**src/core/swr_cfg.svh**
```systemverilog
// Purpose: offsets, field positions, codes and reset values of the stop wake block
// Assumes: 32-bit classic wishbone, one register per aligned word, byte address = 4 * index
// Notes: narrow registers sit in the low bits, upper bits read as zero
//
// Notes on behaviour
// - Source-select code 000 picks no gate, 001 the NAND of port 2 pins 3..0, 010 the NAND of port 2 pins 7..0.
// - Codes 011 to 110 pick NOR or NAND of port 3 pins 3..1, the last two also taking port 0 pins 0 and 7.
// - A recovery starts on an event from any one of the enabled wake sources.
// - The gate equations leave out every pin chosen in the first wake register or driven as an output.
// - The select and status registers keep their contents through a stop recovery; only rst_i or a bus write clears them.
// - Bit n (0..3) of the port-3 wake-select register enables port 3 pin n as a wake source.
// - Before any reference is latched, a selected port 3 pin wakes on a zero input level.
// - Once a pin is selected, each later read or write of the port data register latches its reference bit.
// - A selected port 3 pin wakes whenever its level differs from its latest reference bit.
// - The port-3 status field reads 00 with no access, 01 after a read and 10 after a write made while a pin is selected; 11 is reserved.
// - Software may write 00 to the port-3 status field to return to waking on a zero level.
// - The port-2 status field reads 00 with no access, 01 after a port 2 read and 10 after a write.
// - Wake events raise the second interrupt request only while the interrupt-enable bit is set.
// - A polarity bit chooses whether the selected gate output wakes on a low or a high level.
`ifndef SWR_CFG_SVH
`define SWR_CFG_SVH

`define SWR_IDX_STATUS 12'hf0a
`define SWR_IDX_GATESEL 12'hf0d
`define SWR_IDX_P3SEL 12'hf0e
`define SWR_IDX_EVT 12'hf10
`define SWR_IDX_MASK 12'hf11

`define SWR_GS_SRC_LSB 2
`define SWR_GS_POL_BIT 6
`define SWR_ST_P2_LSB 0
`define SWR_ST_P3_LSB 2
`define SWR_ST_IRQEN_BIT 4

`define SWR_REF_NONE 2'b00
`define SWR_REF_READ 2'b01
`define SWR_REF_WRITE 2'b10

`define SWR_SRC_NONE 3'b000
`define SWR_SRC_P2_LO 3'b001
`define SWR_SRC_P2_ALL 3'b010
`define SWR_SRC_P3_NOR 3'b011
`define SWR_SRC_P3_NAND 3'b100
`define SWR_SRC_P30_NOR 3'b101
`define SWR_SRC_P30_NAND 3'b110

`define SWR_RST_SRC 3'b000
`define SWR_RST_POL 1'b0
`define SWR_RST_P3SEL 4'h0
`define SWR_RST_STAT 2'b00

`endif

```
**src/core/swr_pkg.sv**
```systemverilog
// Purpose: shared types of the stop wake block
// Assumes: ports 0, 2 and 3 are eight pins wide
// Notes: none
package swr_pkg;

  typedef struct packed {
    logic [7:0] p0;
    logic [7:0] p2;
    logic [7:0] p3;
  } swr_pins_s;

  typedef struct packed {
    logic rd;
    logic wr;
    logic [7:0] data;
  } swr_acc_s;

endpackage

```
**src/core/swr_gate_sel.sv**
```systemverilog
// Purpose: gate wake source, NAND or NOR of chosen pins, with polarity
// Assumes: pins already synchronised to clk_i
// Notes: trigger is registered, one cycle after the pins
`timescale 1ns/1ps
`include "swr_cfg.svh"
module swr_gate_sel
  import swr_pkg::*;
(
  input wire logic clk_i,
  input wire logic rst_i,
  input wire swr_pins_s pins_i,
  input wire swr_pins_s excl_i,
  input wire logic [2:0] src_i,
  input wire logic pol_i,
  output logic trig_o
);

  // excluded pins
  // excluded pins are forced to the value that leaves the gate unaffected
  wire [7:0] p2_and = pins_i.p2 | excl_i.p2;
  wire [2:0] p3_and = pins_i.p3[3:1] | excl_i.p3[3:1];
  wire [2:0] p3_or = pins_i.p3[3:1] & ~excl_i.p3[3:1];
  wire [1:0] p0_and = {pins_i.p0[7], pins_i.p0[0]} | {excl_i.p0[7], excl_i.p0[0]};
  wire [1:0] p0_or = {pins_i.p0[7], pins_i.p0[0]} & ~{excl_i.p0[7], excl_i.p0[0]};

  logic gate;
  logic active;
  always_comb begin
    gate = 1'b0;
    active = 1'b1;
    case (src_i)
      `SWR_SRC_P2_LO: gate = ~&p2_and[3:0];
      `SWR_SRC_P2_ALL: gate = ~&p2_and;
      `SWR_SRC_P3_NOR: gate = ~|p3_or;
      `SWR_SRC_P3_NAND: gate = ~&p3_and;
      `SWR_SRC_P30_NOR: gate = ~|{p3_or, p0_or};
      `SWR_SRC_P30_NAND: gate = ~&{p3_and, p0_and};
      default: active = 1'b0;
    endcase
  end

  wire nxt_trig = active & (gate ^ ~pol_i);

  logic trig_ff;
  always_ff @(posedge clk_i) begin
    if (rst_i) begin
      trig_ff <= 1'b0;
    end else begin
      trig_ff <= nxt_trig;
    end
  end
  assign trig_o = trig_ff;
endmodule

```
**src/core/swr_p3_cmp.sv**
```systemverilog
// Purpose: per-pin port 3 compare against latched reference
// Assumes: pins already synchronised to clk_i
// Notes: event is registered, one cycle after the pins
`timescale 1ns/1ps
`include "swr_cfg.svh"
module swr_p3_cmp
  import swr_pkg::*;
#(
  parameter int NPIN = 4
) (
  input wire logic clk_i,
  input wire logic rst_i,
  input wire logic [NPIN-1:0] pins_i,
  input wire logic [NPIN-1:0] sel_i,
  input wire logic [NPIN-1:0] ref_i,
  input wire logic [1:0] stat_i,
  output logic evt_o
);

  // zero level until a reference exists, then mismatch
  wire [NPIN-1:0] mism = (stat_i == `SWR_REF_NONE) ? ~pins_i : (pins_i ^ ref_i);
  wire nxt_evt = |(mism & sel_i);

  logic evt_ff;
  always_ff @(posedge clk_i) begin
    if (rst_i) begin
      evt_ff <= 1'b0;
    end else begin
      evt_ff <= nxt_evt;
    end
  end
  assign evt_o = evt_ff;
endmodule

```
**src/core/swr_top.sv**
```systemverilog
// Purpose: stop-mode wake source logic with wishbone register access
// Assumes: port data accesses arrive as same-clock pulses from the port block
// Notes: stop recovery itself never clears these registers, only rst_i or a bus write does
//
// Added by the designer: register access over Wishbone.
`timescale 1ns/1ps
`include "swr_cfg.svh"
module swr_top
  import swr_pkg::*;
#(
  parameter int AW = 16
) (
  input wire logic clk_i,
  input wire logic rst_i,
  input wire logic [AW-1:0] adr_i,
  input wire logic [31:0] dat_i,
  output logic [31:0] dat_o,
  input wire logic we_i,
  input wire logic [3:0] sel_i,
  input wire logic cyc_i,
  input wire logic stb_i,
  output logic ack_o,
  input wire swr_pins_s pins_i,
  input wire swr_pins_s pin_out_en_i,
  input wire swr_pins_s first_sel_i,
  input wire swr_acc_s p2_acc_i,
  input wire swr_acc_s p3_acc_i,
  output logic wake_o,
  output logic second_irq_o
);

  function automatic logic idx_hit(input logic [AW-1:0] adr, input logic [11:0] idx);
    idx_hit = (adr[AW-1:2] == (AW-2)'(idx));
  endfunction

  // write beats read: an access with both rd and wr set is taken as a write
  function automatic logic [1:0] acc_kind(input swr_acc_s acc);
    acc_kind = acc.wr ? `SWR_REF_WRITE : `SWR_REF_READ;
  endfunction

  // pin synchroniser, only the second stage is read
  swr_pins_s sync1_ff;
  swr_pins_s sync2_ff;
  always_ff @(posedge clk_i) begin
    if (rst_i) begin
      sync1_ff <= '0;
      sync2_ff <= '0;
    end else begin
      sync1_ff <= pins_i;
      sync2_ff <= sync1_ff;
    end
  end

  // register state, declared ahead of the decode that reads it
  logic ack_ff;
  logic [31:0] dat_ff;
  logic [2:0] src_ff;
  logic pol_ff;
  logic [3:0] p3sel_ff;
  logic irq_en_ff;
  logic [1:0] p3_stat_ff;
  logic [1:0] p2_stat_ff;
  logic [3:0] p3_ref_ff;
  logic [1:0] evt_ff;
  logic [1:0] mask_ff;
  logic wake_ff;

  // bus decode
  wire bus_req = cyc_i & stb_i;
  wire bus_commit = bus_req & ack_ff;
  wire wr_go = bus_commit & we_i & sel_i[0];
  wire hit_stat = idx_hit(adr_i, `SWR_IDX_STATUS);
  wire hit_gsel = idx_hit(adr_i, `SWR_IDX_GATESEL);
  wire hit_p3sel = idx_hit(adr_i, `SWR_IDX_P3SEL);
  wire hit_evt = idx_hit(adr_i, `SWR_IDX_EVT);
  wire hit_mask = idx_hit(adr_i, `SWR_IDX_MASK);
  wire wr_stat = wr_go & hit_stat;
  wire wr_gsel = wr_go & hit_gsel;
  wire wr_p3sel = wr_go & hit_p3sel;
  wire wr_evt = wr_go & hit_evt;
  wire wr_mask = wr_go & hit_mask;

  // single wait state, ack drops the cycle after it is given
  wire nxt_ack = bus_req & ~ack_ff;
  always_ff @(posedge clk_i) begin
    if (rst_i) begin
      ack_ff <= 1'b0;
    end else begin
      ack_ff <= nxt_ack;
    end
  end
  assign ack_o = ack_ff;

  // write-only selects read as zero, unmapped reads answer zero
  wire [7:0] stat_rd = {3'b000, irq_en_ff, p3_stat_ff, p2_stat_ff};
  wire [31:0] nxt_dat = hit_stat ? {24'h0, stat_rd} :
                        hit_evt ? {30'h0, evt_ff} :
                        hit_mask ? {30'h0, mask_ff} : 32'h0;
  always_ff @(posedge clk_i) begin
    if (rst_i) begin
      dat_ff <= 32'h0;
    end else if (nxt_ack) begin
      dat_ff <= nxt_dat;
    end
  end
  assign dat_o = dat_ff;

  // select registers cleared only by rst_i or a bus write
  // reserved select bits are ignored on write
  always_ff @(posedge clk_i) begin
    if (rst_i) begin
      src_ff <= `SWR_RST_SRC;
      pol_ff <= `SWR_RST_POL;
      p3sel_ff <= `SWR_RST_P3SEL;
    end else begin
      if (wr_gsel) begin
        src_ff <= dat_i[`SWR_GS_SRC_LSB +: 3];
        pol_ff <= dat_i[`SWR_GS_POL_BIT];
      end
      if (wr_p3sel) begin
        p3sel_ff <= dat_i[3:0];
      end
    end
  end

  // reference capture on selected pins only
  wire p3_acc = (p3_acc_i.rd | p3_acc_i.wr) & (|p3sel_ff);
  wire [3:0] nxt_ref = (p3_acc_i.data[3:0] & p3sel_ff) | (p3_ref_ff & ~p3sel_ff);
  always_ff @(posedge clk_i) begin
    if (rst_i) begin
      p3_ref_ff <= 4'h0;
    end else if (p3_acc) begin
      p3_ref_ff <= nxt_ref;
    end
  end

  // port-3 status, access wins over a software write
  wire [1:0] nxt_p3_stat = p3_acc ? acc_kind(p3_acc_i) :
                           wr_stat ? dat_i[`SWR_ST_P3_LSB +: 2] : p3_stat_ff;
  // port-2 status follows each port 2 access
  wire p2_acc = p2_acc_i.rd | p2_acc_i.wr;
  wire [1:0] nxt_p2_stat = p2_acc ? acc_kind(p2_acc_i) :
                           wr_stat ? dat_i[`SWR_ST_P2_LSB +: 2] : p2_stat_ff;
  always_ff @(posedge clk_i) begin
    if (rst_i) begin
      p3_stat_ff <= `SWR_RST_STAT;
      p2_stat_ff <= `SWR_RST_STAT;
      irq_en_ff <= 1'b0;
    end else begin
      p3_stat_ff <= nxt_p3_stat;
      p2_stat_ff <= nxt_p2_stat;
      if (wr_stat) begin
        irq_en_ff <= dat_i[`SWR_ST_IRQEN_BIT];
      end
    end
  end

  // pins in the first register or driven out are left out
  swr_pins_s excl;
  assign excl = first_sel_i | pin_out_en_i;

  logic gate_trig;
  swr_gate_sel u_gate (
    .clk_i(clk_i),
    .rst_i(rst_i),
    .pins_i(sync2_ff),
    .excl_i(excl),
    .src_i(src_ff),
    .pol_i(pol_ff),
    .trig_o(gate_trig)
  );

  // output-driven port 3 pins never compare
  logic p3_trig;
  swr_p3_cmp #(
    .NPIN(4)
  ) u_p3 (
    .clk_i(clk_i),
    .rst_i(rst_i),
    .pins_i(sync2_ff.p3[3:0]),
    .sel_i(p3sel_ff & ~pin_out_en_i.p3[3:0]),
    .ref_i(p3_ref_ff),
    .stat_i(p3_stat_ff),
    .evt_o(p3_trig)
  );

  wire [1:0] evt_in = {p3_trig, gate_trig};
  wire nxt_wake = |evt_in;
  // sticky events, set wins over write-one-to-clear
  wire [1:0] nxt_evt = evt_in | (evt_ff & ~(wr_evt ? dat_i[1:0] : 2'b00));
  always_ff @(posedge clk_i) begin
    if (rst_i) begin
      wake_ff <= 1'b0;
      evt_ff <= 2'b00;
      mask_ff <= 2'b00;
    end else begin
      wake_ff <= nxt_wake;
      evt_ff <= nxt_evt;
      if (wr_mask) begin
        mask_ff <= dat_i[1:0];
      end
    end
  end
  assign wake_o = wake_ff;

  assign second_irq_o = irq_en_ff & (|(evt_ff & mask_ff));
endmodule

```
**config.mk**
```make
export PLATFORM = sky130hd
export DESIGN_NAME = swr_top
export DESIGN_NICKNAME = d
export VERILOG_FILES = /design/src/core/swr_pkg.sv /design/src/core/swr_gate_sel.sv /design/src/core/swr_p3_cmp.sv /design/src/core/swr_top.sv
export VERILOG_INCLUDE_DIRS = /design/src /design/src/core
export SDC_FILE = /design/constraint.sdc
export NUM_CORES = 1
export LEC_CHECK = 0
export BUFFER_PORTS_ARGS = -buffer_cell sky130_fd_sc_hd__buf_2
export CORE_MARGIN = 2
export CORE_UTILIZATION = 41
export CTS_CLUSTER_SIZE = 10
export DETAILED_ROUTE_END_ITERATION = 12
export GPL_TIMING_DRIVEN = 0
export PLACE_DENSITY = 0.81
export SLEW_MARGIN = 15
export SYNTH_ARGS = -nofsm -noshare
export SYNTH_HDL_FRONTEND = slang
export SYNTH_SLANG_ARGS = --single-unit
export TNS_END_PERCENT = 30
```
**constraint.sdc**
```tcl
create_clock -name clk_i -period 2 [get_ports clk_i]
set_input_delay 0.1 -clock clk_i [delete_from_list [all_inputs] [get_ports clk_i]]
set_output_delay 0.1 -clock clk_i [all_outputs]
set_load 0.02 [all_outputs]
```
Word level (Yosys, flattened, before mapping)

Cells that the tools add are included.

Logic and storage cells: 103
Output and inout port bits: 35
Bits of input ports: 149
Register bits: 97

Equality and inequality tests: 11
Reduce and logical (&&, ||, !) cells: 20
Bitwise logic cells: 39
Muxes and demuxes: 13

Operators by type and width:

| kind                                                              | count |
|---|---|
| 14-bit by 12-bit == test with 1-bit output, second input constant | 5 |
| 24-bit bitwise OR                                                 | 1 |
| 2-bit two-way mux                                                 | 9 |
| 4-bit AND                                                         | 4 |
| 1-bit AND                                                         | 13 |
| 4-bit inverter                                                    | 3 |
| 3-bit == test, second input constant                              | 3 |
| 8-bit bitwise OR                                                  | 1 |
| 8-bit AND reduction                                               | 1 |
| 4-bit OR reduction                                                | 2 |
| 2-bit AND                                                         | 3 |
| 3-bit by 2-bit == test with 1-bit output, second input constant   | 2 |
| 1-bit logical NOT                                                 | 6 |
| 1-bit one-hot mux with 6 select lines                             | 1 |
| 6-bit OR reduction                                                | 1 |
| 5-bit two-way mux                                                 | 1 |
| 5-bit AND reduction                                               | 1 |
| 5-bit OR reduction                                                | 1 |
| 4-bit two-way mux                                                 | 1 |
| 2-bit inverter                                                    | 2 |
| 2-bit bitwise OR                                                  | 2 |
| 4-bit bitwise OR                                                  | 1 |
| 4-bit AND reduction                                               | 1 |
| 2-bit nonzero test                                                | 2 |
| 13 further kinds                                                  | 16 |

Logic depth before layout (Yosys ltp)

Gate-level depths: netlist (run 1).

Depth in word-level cells: 9
Gate-level depth with buffers: 6
Mapped depth without buffers: 6

Modules after synthesis

From an unflattened synthesis (run 1), not the netlist that was laid out.

Cell total of the unflattened synthesis: 361
Area total of the unflattened synthesis: 3390.8 µm²

Modules (own cells, without submodules):

| module       | area each (µm²) | seq. area each (µm²) | instances | cells an instance |
|---|---|---|---|---|
| swr_top      | 3035.4          | 1521.5               | 1         | 312 |
| swr_gate_sel | 202.7           | 20.0                 | 1         | 30 |
| swr_p3_cmp   | 152.6           | 20.0                 | 1         | 19 |

Worst setup path before layout (run 1)

Ideal clock, no wire load.

Kind: reg2reg
Start point: register ack_ff, in the netlist ack_o
End point: register p2_stat_ff[1]
Data required time: 1.886 ns
Path buffers: 0
Setup time: 0.114 ns
Cell stages (with the launch flop): 7
Setup slack: 0.178 ns
Data arrival time: 1.708 ns
Clock period less this slack: 1.822 ns
Cells stage by stage: dfxtp_1 > and3_2 > nand3_1 > nor4b_4 > mux2_2 > a21oi_1 > nor2_1

Cells in the longest elaborated chain, start to end: 5

Ends and longest elaborated chain:

| item                         | line           | source |
|---|---|---|
| from (decl)                  | swr_top.sv:55  | `logic ack_ff;` |
| from (signal assigned)       | swr_top.sv:89  | `ack_ff <= nxt_ack;` |
| 1-bit AND                    | swr_top.sv:70  | `wire bus_commit = bus_req & ack_ff;` |
| 1-bit AND (2 in a row)       | swr_top.sv:71  | `wire wr_go = bus_commit & we_i & sel_i[0];` |
| 1-bit AND                    | swr_top.sv:77  | `wire wr_stat = wr_go & hit_stat;` |
| 2-bit nonzero test (no line) | --             |  |
| to (signal assigned)         | swr_top.sv:147 | `` p2_stat_ff <= `SWR_RST_STAT; `` |
| to (signal assigned)         | swr_top.sv:151 | `p2_stat_ff <= nxt_p2_stat;` |
| to (decl)                    | swr_top.sv:62  | `logic [1:0] p2_stat_ff;` |

Every way passes these cells.
A chain may end at the register's enable or synchronous reset.

Worst setup path after layout (run 1)

Ends and elaborated chain as after synthesis.

==> results.txt, run 1 <==
outcome: finished, final reports clean
routability congestion estimate: 0.7704
drt total wl: 5.976 mm
reg-to-reg slack, setup: 160 ps
largest net degree at the start of global routing: 11
EDFF count, synth: 0
Slew Limit Fails: 0
first-pass GRT wire length: 9.211 mm
DP Wirelength: 4.461 mm
setup TNS: 0 ps
CP Launch Type: register
gr usage total: 0.1808
Max Used Layer: met4
min cycle time layout: 1843 ps
Reg clk slew, reported paths: 70 ps
ANT nets after route: 0
fin crit share: 0.9213
drt wl/cell: 12.17 microns
RSZ-0062 raised after global routing: false
worst vdd ir: 0.0005727 V
Die Width: 82.65 microns
htree depth: 3
Layout Utilization: 0.5905
Mapped Area: 2536 sq um
Setup crit end kind: register
Compound-Gate Fraction of Synth Area: 0.09620
NumNets Final: 560
WP depth: 6
Synth Flop Type: dfxtp_1
CP Data Required Time: 2230 ps
Via density: 4.727
largest family of logic cells by synthesized area: simple AND/OR/NAND/NOR gates
die area: 6831 sq um
worst-skew pair later-pin latency: 340 ps
worst-margin pin slew: 547.8 ps
R2R depth: 6
register area share after synthesis: 0.4578
LEAKAGE: 1.617 nW
Synth Area in XOR/XNOR: 0
Worst R2R Start: ack_o$_SDFF_PP0_
largest stage delay on the critical path: 500 ps
number of global-route vias before repair: 2150
initial antenna violation count: 0
Cell Rows: 28
area leader, netlist: dfxtp_1
Cell Pwr Density: 731.1 nW/um^2
Power Total: 2.571 mW
Crit-path slowest cell: nor4b_4
Max clock buf depth: 2
Root Buffer Master: clkbuf_8
Layout area overhead: 38.68%
Antenna diodes: 0
Fmax achieved: 542.7 MHz
Unique masters post-synth: 39
top post-synthesis cells by area: dfxtp_1 (46%), buf_4 (8.0%), nor2b_1 (7.6%)
worst setup path class: reg2reg
placed cells: 458
max-capacitance violation count: 0
Final Skew: 7.392 ps
Max FO, Critical Path: 5
Iteration-0 DRC Markers: 107
Vias: 2321
Ys Warns: 0
synthesized instance count: 275
crit path launch: ack_o$_SDFF_PP0_
Simple-Gate Fraction of Synth Area: 0.2753
Max transition margin: 0.6320
router iterations before antenna repair: 4
CTS tree: built
flops & latches, synth: 58
synthesized area per cell: 9.222 sq um
Die Span Y: 82.65 microns
commonest cells in the netlist: dfxtp_1 (58), nor2_1 (37), nor2b_1 (31)
DRC: 0
Worst Hold Class: in2reg
setup violators final: 0
Crit path max-delay family: simple AND/OR/NAND/NOR gates
mux cell area share after synthesis: 0.07153
routed wl met3: 463 microns
CTS Sinks: 58
most frequent cell after synthesis: dfxtp_1
crit path capture: p2_stat_ff[1]$_SDFFE_PP0P_
non-filler cells, final: 491
adder-cell share of the synthesized area: 0
share of cells above drive strength 1: 0.3197
Final Hold Viols: 0
WL met2: 3.012 mm
async set-reset flop share out of synthesis: 0
Min Hold Slack: 6.413 ps
arrival time at the worst endpoint: 2070 ps
Starting Density: 0.4258
port bufs: 82
Synth top area share: 0.4578
grt total ovfl: 0
CTS Buf Count: 9
worst r2r dst: p2_stat_ff[1]$_SDFFE_PP0P_
worst path buffer plus inverter count: 0
Metal-1 WL: 2.369 mm
io pins: 184
crit-path cells: and3_2 > nand3_1 > nor4b_4 > mux2_2 > a21oi_1 > nor2_1
Core ar.: 5956 sq um
-- report_power, final --
part | internal, mW | switching (mW) | total (mW)
Clock | 0.636 | 0.457 | 1.09
Sequential | 1.18 | 0.00958 | 1.19
Combinational | 0.147 | 0.137 | 0.284
Total | 1.97 | 0.604 | 2.57
-- cell type report --
type	instances	area, sq um
multi-input combinational	208	1230
fill	528	2439
clock buffer	11	151.4
buffer	33	240.2
timing repair buffer	99	580.6
clock inverter	5	52.55
sequential	58	1161
tap	75	93.84
inverter	2	7.507
-- worst min-delay path by stage --
stage / end / slack (ps) / from / cells past startpoint
4_1_cts: pol_ff$_SDFFE_PP0P_ / 1 / dat_i[6] / 3
2_1_floorplan: p2_stat_ff[0]$_SDFFE_PP0P_ / 170 / p2_acc_i[8] / 1
5_1_grt: pol_ff$_SDFFE_PP0P_ / 3 / dat_i[6] / 3
3_3_place_gp: p2_stat_ff[0]$_SDFFE_PP0P_ / 280 / p2_acc_i[8] / 2
6_report: register / 6 / p3_acc_i[0] / 3
3_5_place_dp: p2_stat_ff[0]$_SDFFE_PP0P_ / 280 / p2_acc_i[8] / 2
-- per-layer routing --
metal	vias up	track usage
met5	-	0
met4	0	0.09016
met3	13	0.05761
met2	100	0.3153
met1	1032	0.1968
li1	1176	-
-- cells by family after synthesis --
logic type / after synthesis
DFF: 58
other: 1
buffers and inverters: 35
and+or+nand+nor: 125
AOI/OAI and AO/OA: 38
muxes: 18
-- sequential cells by signal, summed over array words and instances (netlist names), named ones only --
name	flops
sync1_ff	14
sync2_ff	14
dat_o	5
p3sel_ff	4
src_ff	3
evt_ff	2
mask_ff	2
p2_stat_ff	2
p3_stat_ff	2
ack_o	1
irq_en_ff	1
pol_ff	1
u_gate.trig_o	1
u_p3.evt_o	1
wake_o	1
-- worst register-to-register path, cell delays in order, from the launching register on --
cell and delay (ps):
dfxtp_1 330, and3_2 160, nand3_1 170, nor4b_4 500, mux2_2 390, a21oi_1 140, nor2_1 50
-- what timing repair did --
| item | in CTS | in global routing |
|---|---|---|
| hold buffers | 17 | 0 |
| buffers inserted | 0 | 0 |
| gates resized for setup | 0 | 1 |
| setup endpoints to repair | 0 | 2 |
| hold endpoints to repair | 18 | 0 |
-- placed cells by master, fill, tap and decap left out, types with 2 or more instances in the layout --
cell type,count
buf_2,82
dfxtp_1,58
nor2_1,37
nor2b_1,31
buf_4,27
conb_1,27
mux2i_1,17
dlygate4sd3_1,17
nor3_1,16
o21ai_0,13
clkbuf_8,11
a22oi_1,9
nand2_1,7
nand3_1,6
a21oi_1,6
or3_1,5
clkbuf_1,4
nand4_1,4
nand4b_1,4
a211oi_1,3
clkinv_2,3
buf_6,2
nand3b_1,2
nor3b_2,2
inv_1,2
and2_1,2
-- stage by stage --
step | setup slack, ps | instance area, sq um
after global routing | 25.15 | 3517
after floorplan | 178.2 | 2634
final | 157.4 | 3517
after detailed placement | 113.0 | 3138
after global placement | 138.7 | 3138
after CTS | 134.8 | 3512
(Power assumes the default switching activity.)
==> run 2: changes to the inputs <==
CORE_UTILIZATION = 38   (was 41)
PLACE_DENSITY = 0.76   (was 0.81)
==> results.txt, run 2 (synthesized netlist as in run 1, its figures left out) <==
Power Total: 2.689 mW
worst vdd ir: 0.0005834 V
Slew Limit Fails: 0
Max transition margin: 0.6225
RSZ-0062 raised after global routing: false
Die Span Y: 85.70 microns
Post-DP Area: 3141 sq um
io pins: 184
CP Data Required Time: 2230 ps
gr usage total: 0.1748
setup TNS: 0 ps
Root Buffer Master: clkbuf_8
first-pass GRT wire length: 10.05 mm
CTS tree: built
Cell Pwr Density: 755.8 nW/um^2
Die Width: 85.70 microns
Worst Hold Class: in2reg
Cell Rows: 29
ANT nets after route: 0
worst setup path class: reg2reg
CP Launch Type: register
LEAKAGE: 1.632 nW
Iteration-0 DRC Markers: 81
worst-margin pin slew: 563.9 ps
Starting Density: 0.3971
DRC: 0
setup violators final: 0
port bufs: 82
largest net degree at the start of global routing: 12
Vias: 2339
drt wl/cell: 12.37 microns
Antenna diodes: 0
Core ar.: 6386 sq um
DP Wirelength: 4.479 mm
Via density: 4.725
Layout area overhead: 40.31%
Final Skew: 4.675 ps
Reg clk slew, reported paths: 70 ps
Max FO, Critical Path: 5
arrival time at the worst endpoint: 2130 ps
grt total ovfl: 0
CTS Buf Count: 9
die area: 7344 sq um
# fillers: 592
initial antenna violation count: 0
Setup crit end kind: register
number of global-route vias before repair: 2257
Final Hold Viols: 0
outcome: finished, final reports clean
CTS Sinks: 58
min cycle time layout: 1899 ps
router iterations before antenna repair: 4
commonest cells after routing, fill and taps aside: buf_2 (82), dfxtp_1 (58), nor2_1 (37)
post-cts resize count: 0
drt total wl: 6.123 mm
share of cells above drive strength 1: 0.3158
Max clock buf depth: 2
NumNets Final: 562
Fmax achieved: 526.6 MHz
design area: 3558 sq um
htree depth: 3
routability congestion estimate: 0.8049
commonest non-fill, non-tap cell in the layout: buf_2
max-capacitance violation count: 0
fin crit share: 0.9494
worst-skew pair later-pin latency: 330 ps
run 2: worst paths after layout:
path	start	end	slack, ps	depth (start not counted)
hold reg to reg	sync1_ff[9]$_SDFF_PP0_	sync2_ff[9]$_SDFF_PP0_	440	1
setup / recovery	ack_o$_SDFF_PP0_	p2_stat_ff[1]$_SDFFE_PP0P_	100	6
hold / removal	dat_i[4]	src_ff[2]$_SDFFE_PP0P_	40	3
setup reg to reg	ack_o$_SDFF_PP0_	p2_stat_ff[1]$_SDFFE_PP0P_	100	6
run 2: layout make-up:
cell class              instances  area [sq um]  share of cell area
plain buffers                  33         240.2             0.06751
flip-flops and latches         58          1161              0.3263
inverters                       2         7.507            0.002110
repair buffers                101         600.6              0.1688
multi-input cells             208          1225              0.3442
clock inverters                 6         90.09             0.02532
clock buffers                  10         137.6             0.03868
well taps                      77         96.34             0.02707
run 2: layer usage:
metal | wire [microns] | up-vias | track usage
met5 | 0 | - | 0
met4 | 20 | 0 | 0.07359
met3 | 548 | 4 | 0.05486
met2 | 2994 | 92 | 0.3011
met1 | 2559 | 1055 | 0.2000
li1 | - | 1188 | -
run 2: critical path, stage by stage (launching register included):
cell	delay (ps)
dfxtp_1	330
and3_2	160
nand3_1	160
nor4b_4	540
mux2_2	400
a21oi_1	150
nor2_1	50
run 2: timing repair:
| action | CTS | global route |
|---|---|---|
| buffers inserted | 0 | 0 |
| endpoints found under the hold margin | 20 | 0 |
| hold buffers | 19 | 0 |
run 2: stage by stage:
stage	util	worst slack [ps]	hold WS [ps]	instances
floorplan	-	178.2	172.8	301
global placement	0.4918	114.9	285.9	460
detailed placement	0.4918	47.66	295.1	460
CTS	0.5572	117.7	11.58	495
global route	0.5572	29.96	47.51	495
finish	0.5572	101.2	37.21	495
run 2: report_power, final:
group          internal (mW)  leakage [nW]  switching, mW
clock network          0.736         0.112          0.470
registers               1.18         0.474        0.00946
logic                  0.150          1.05          0.139
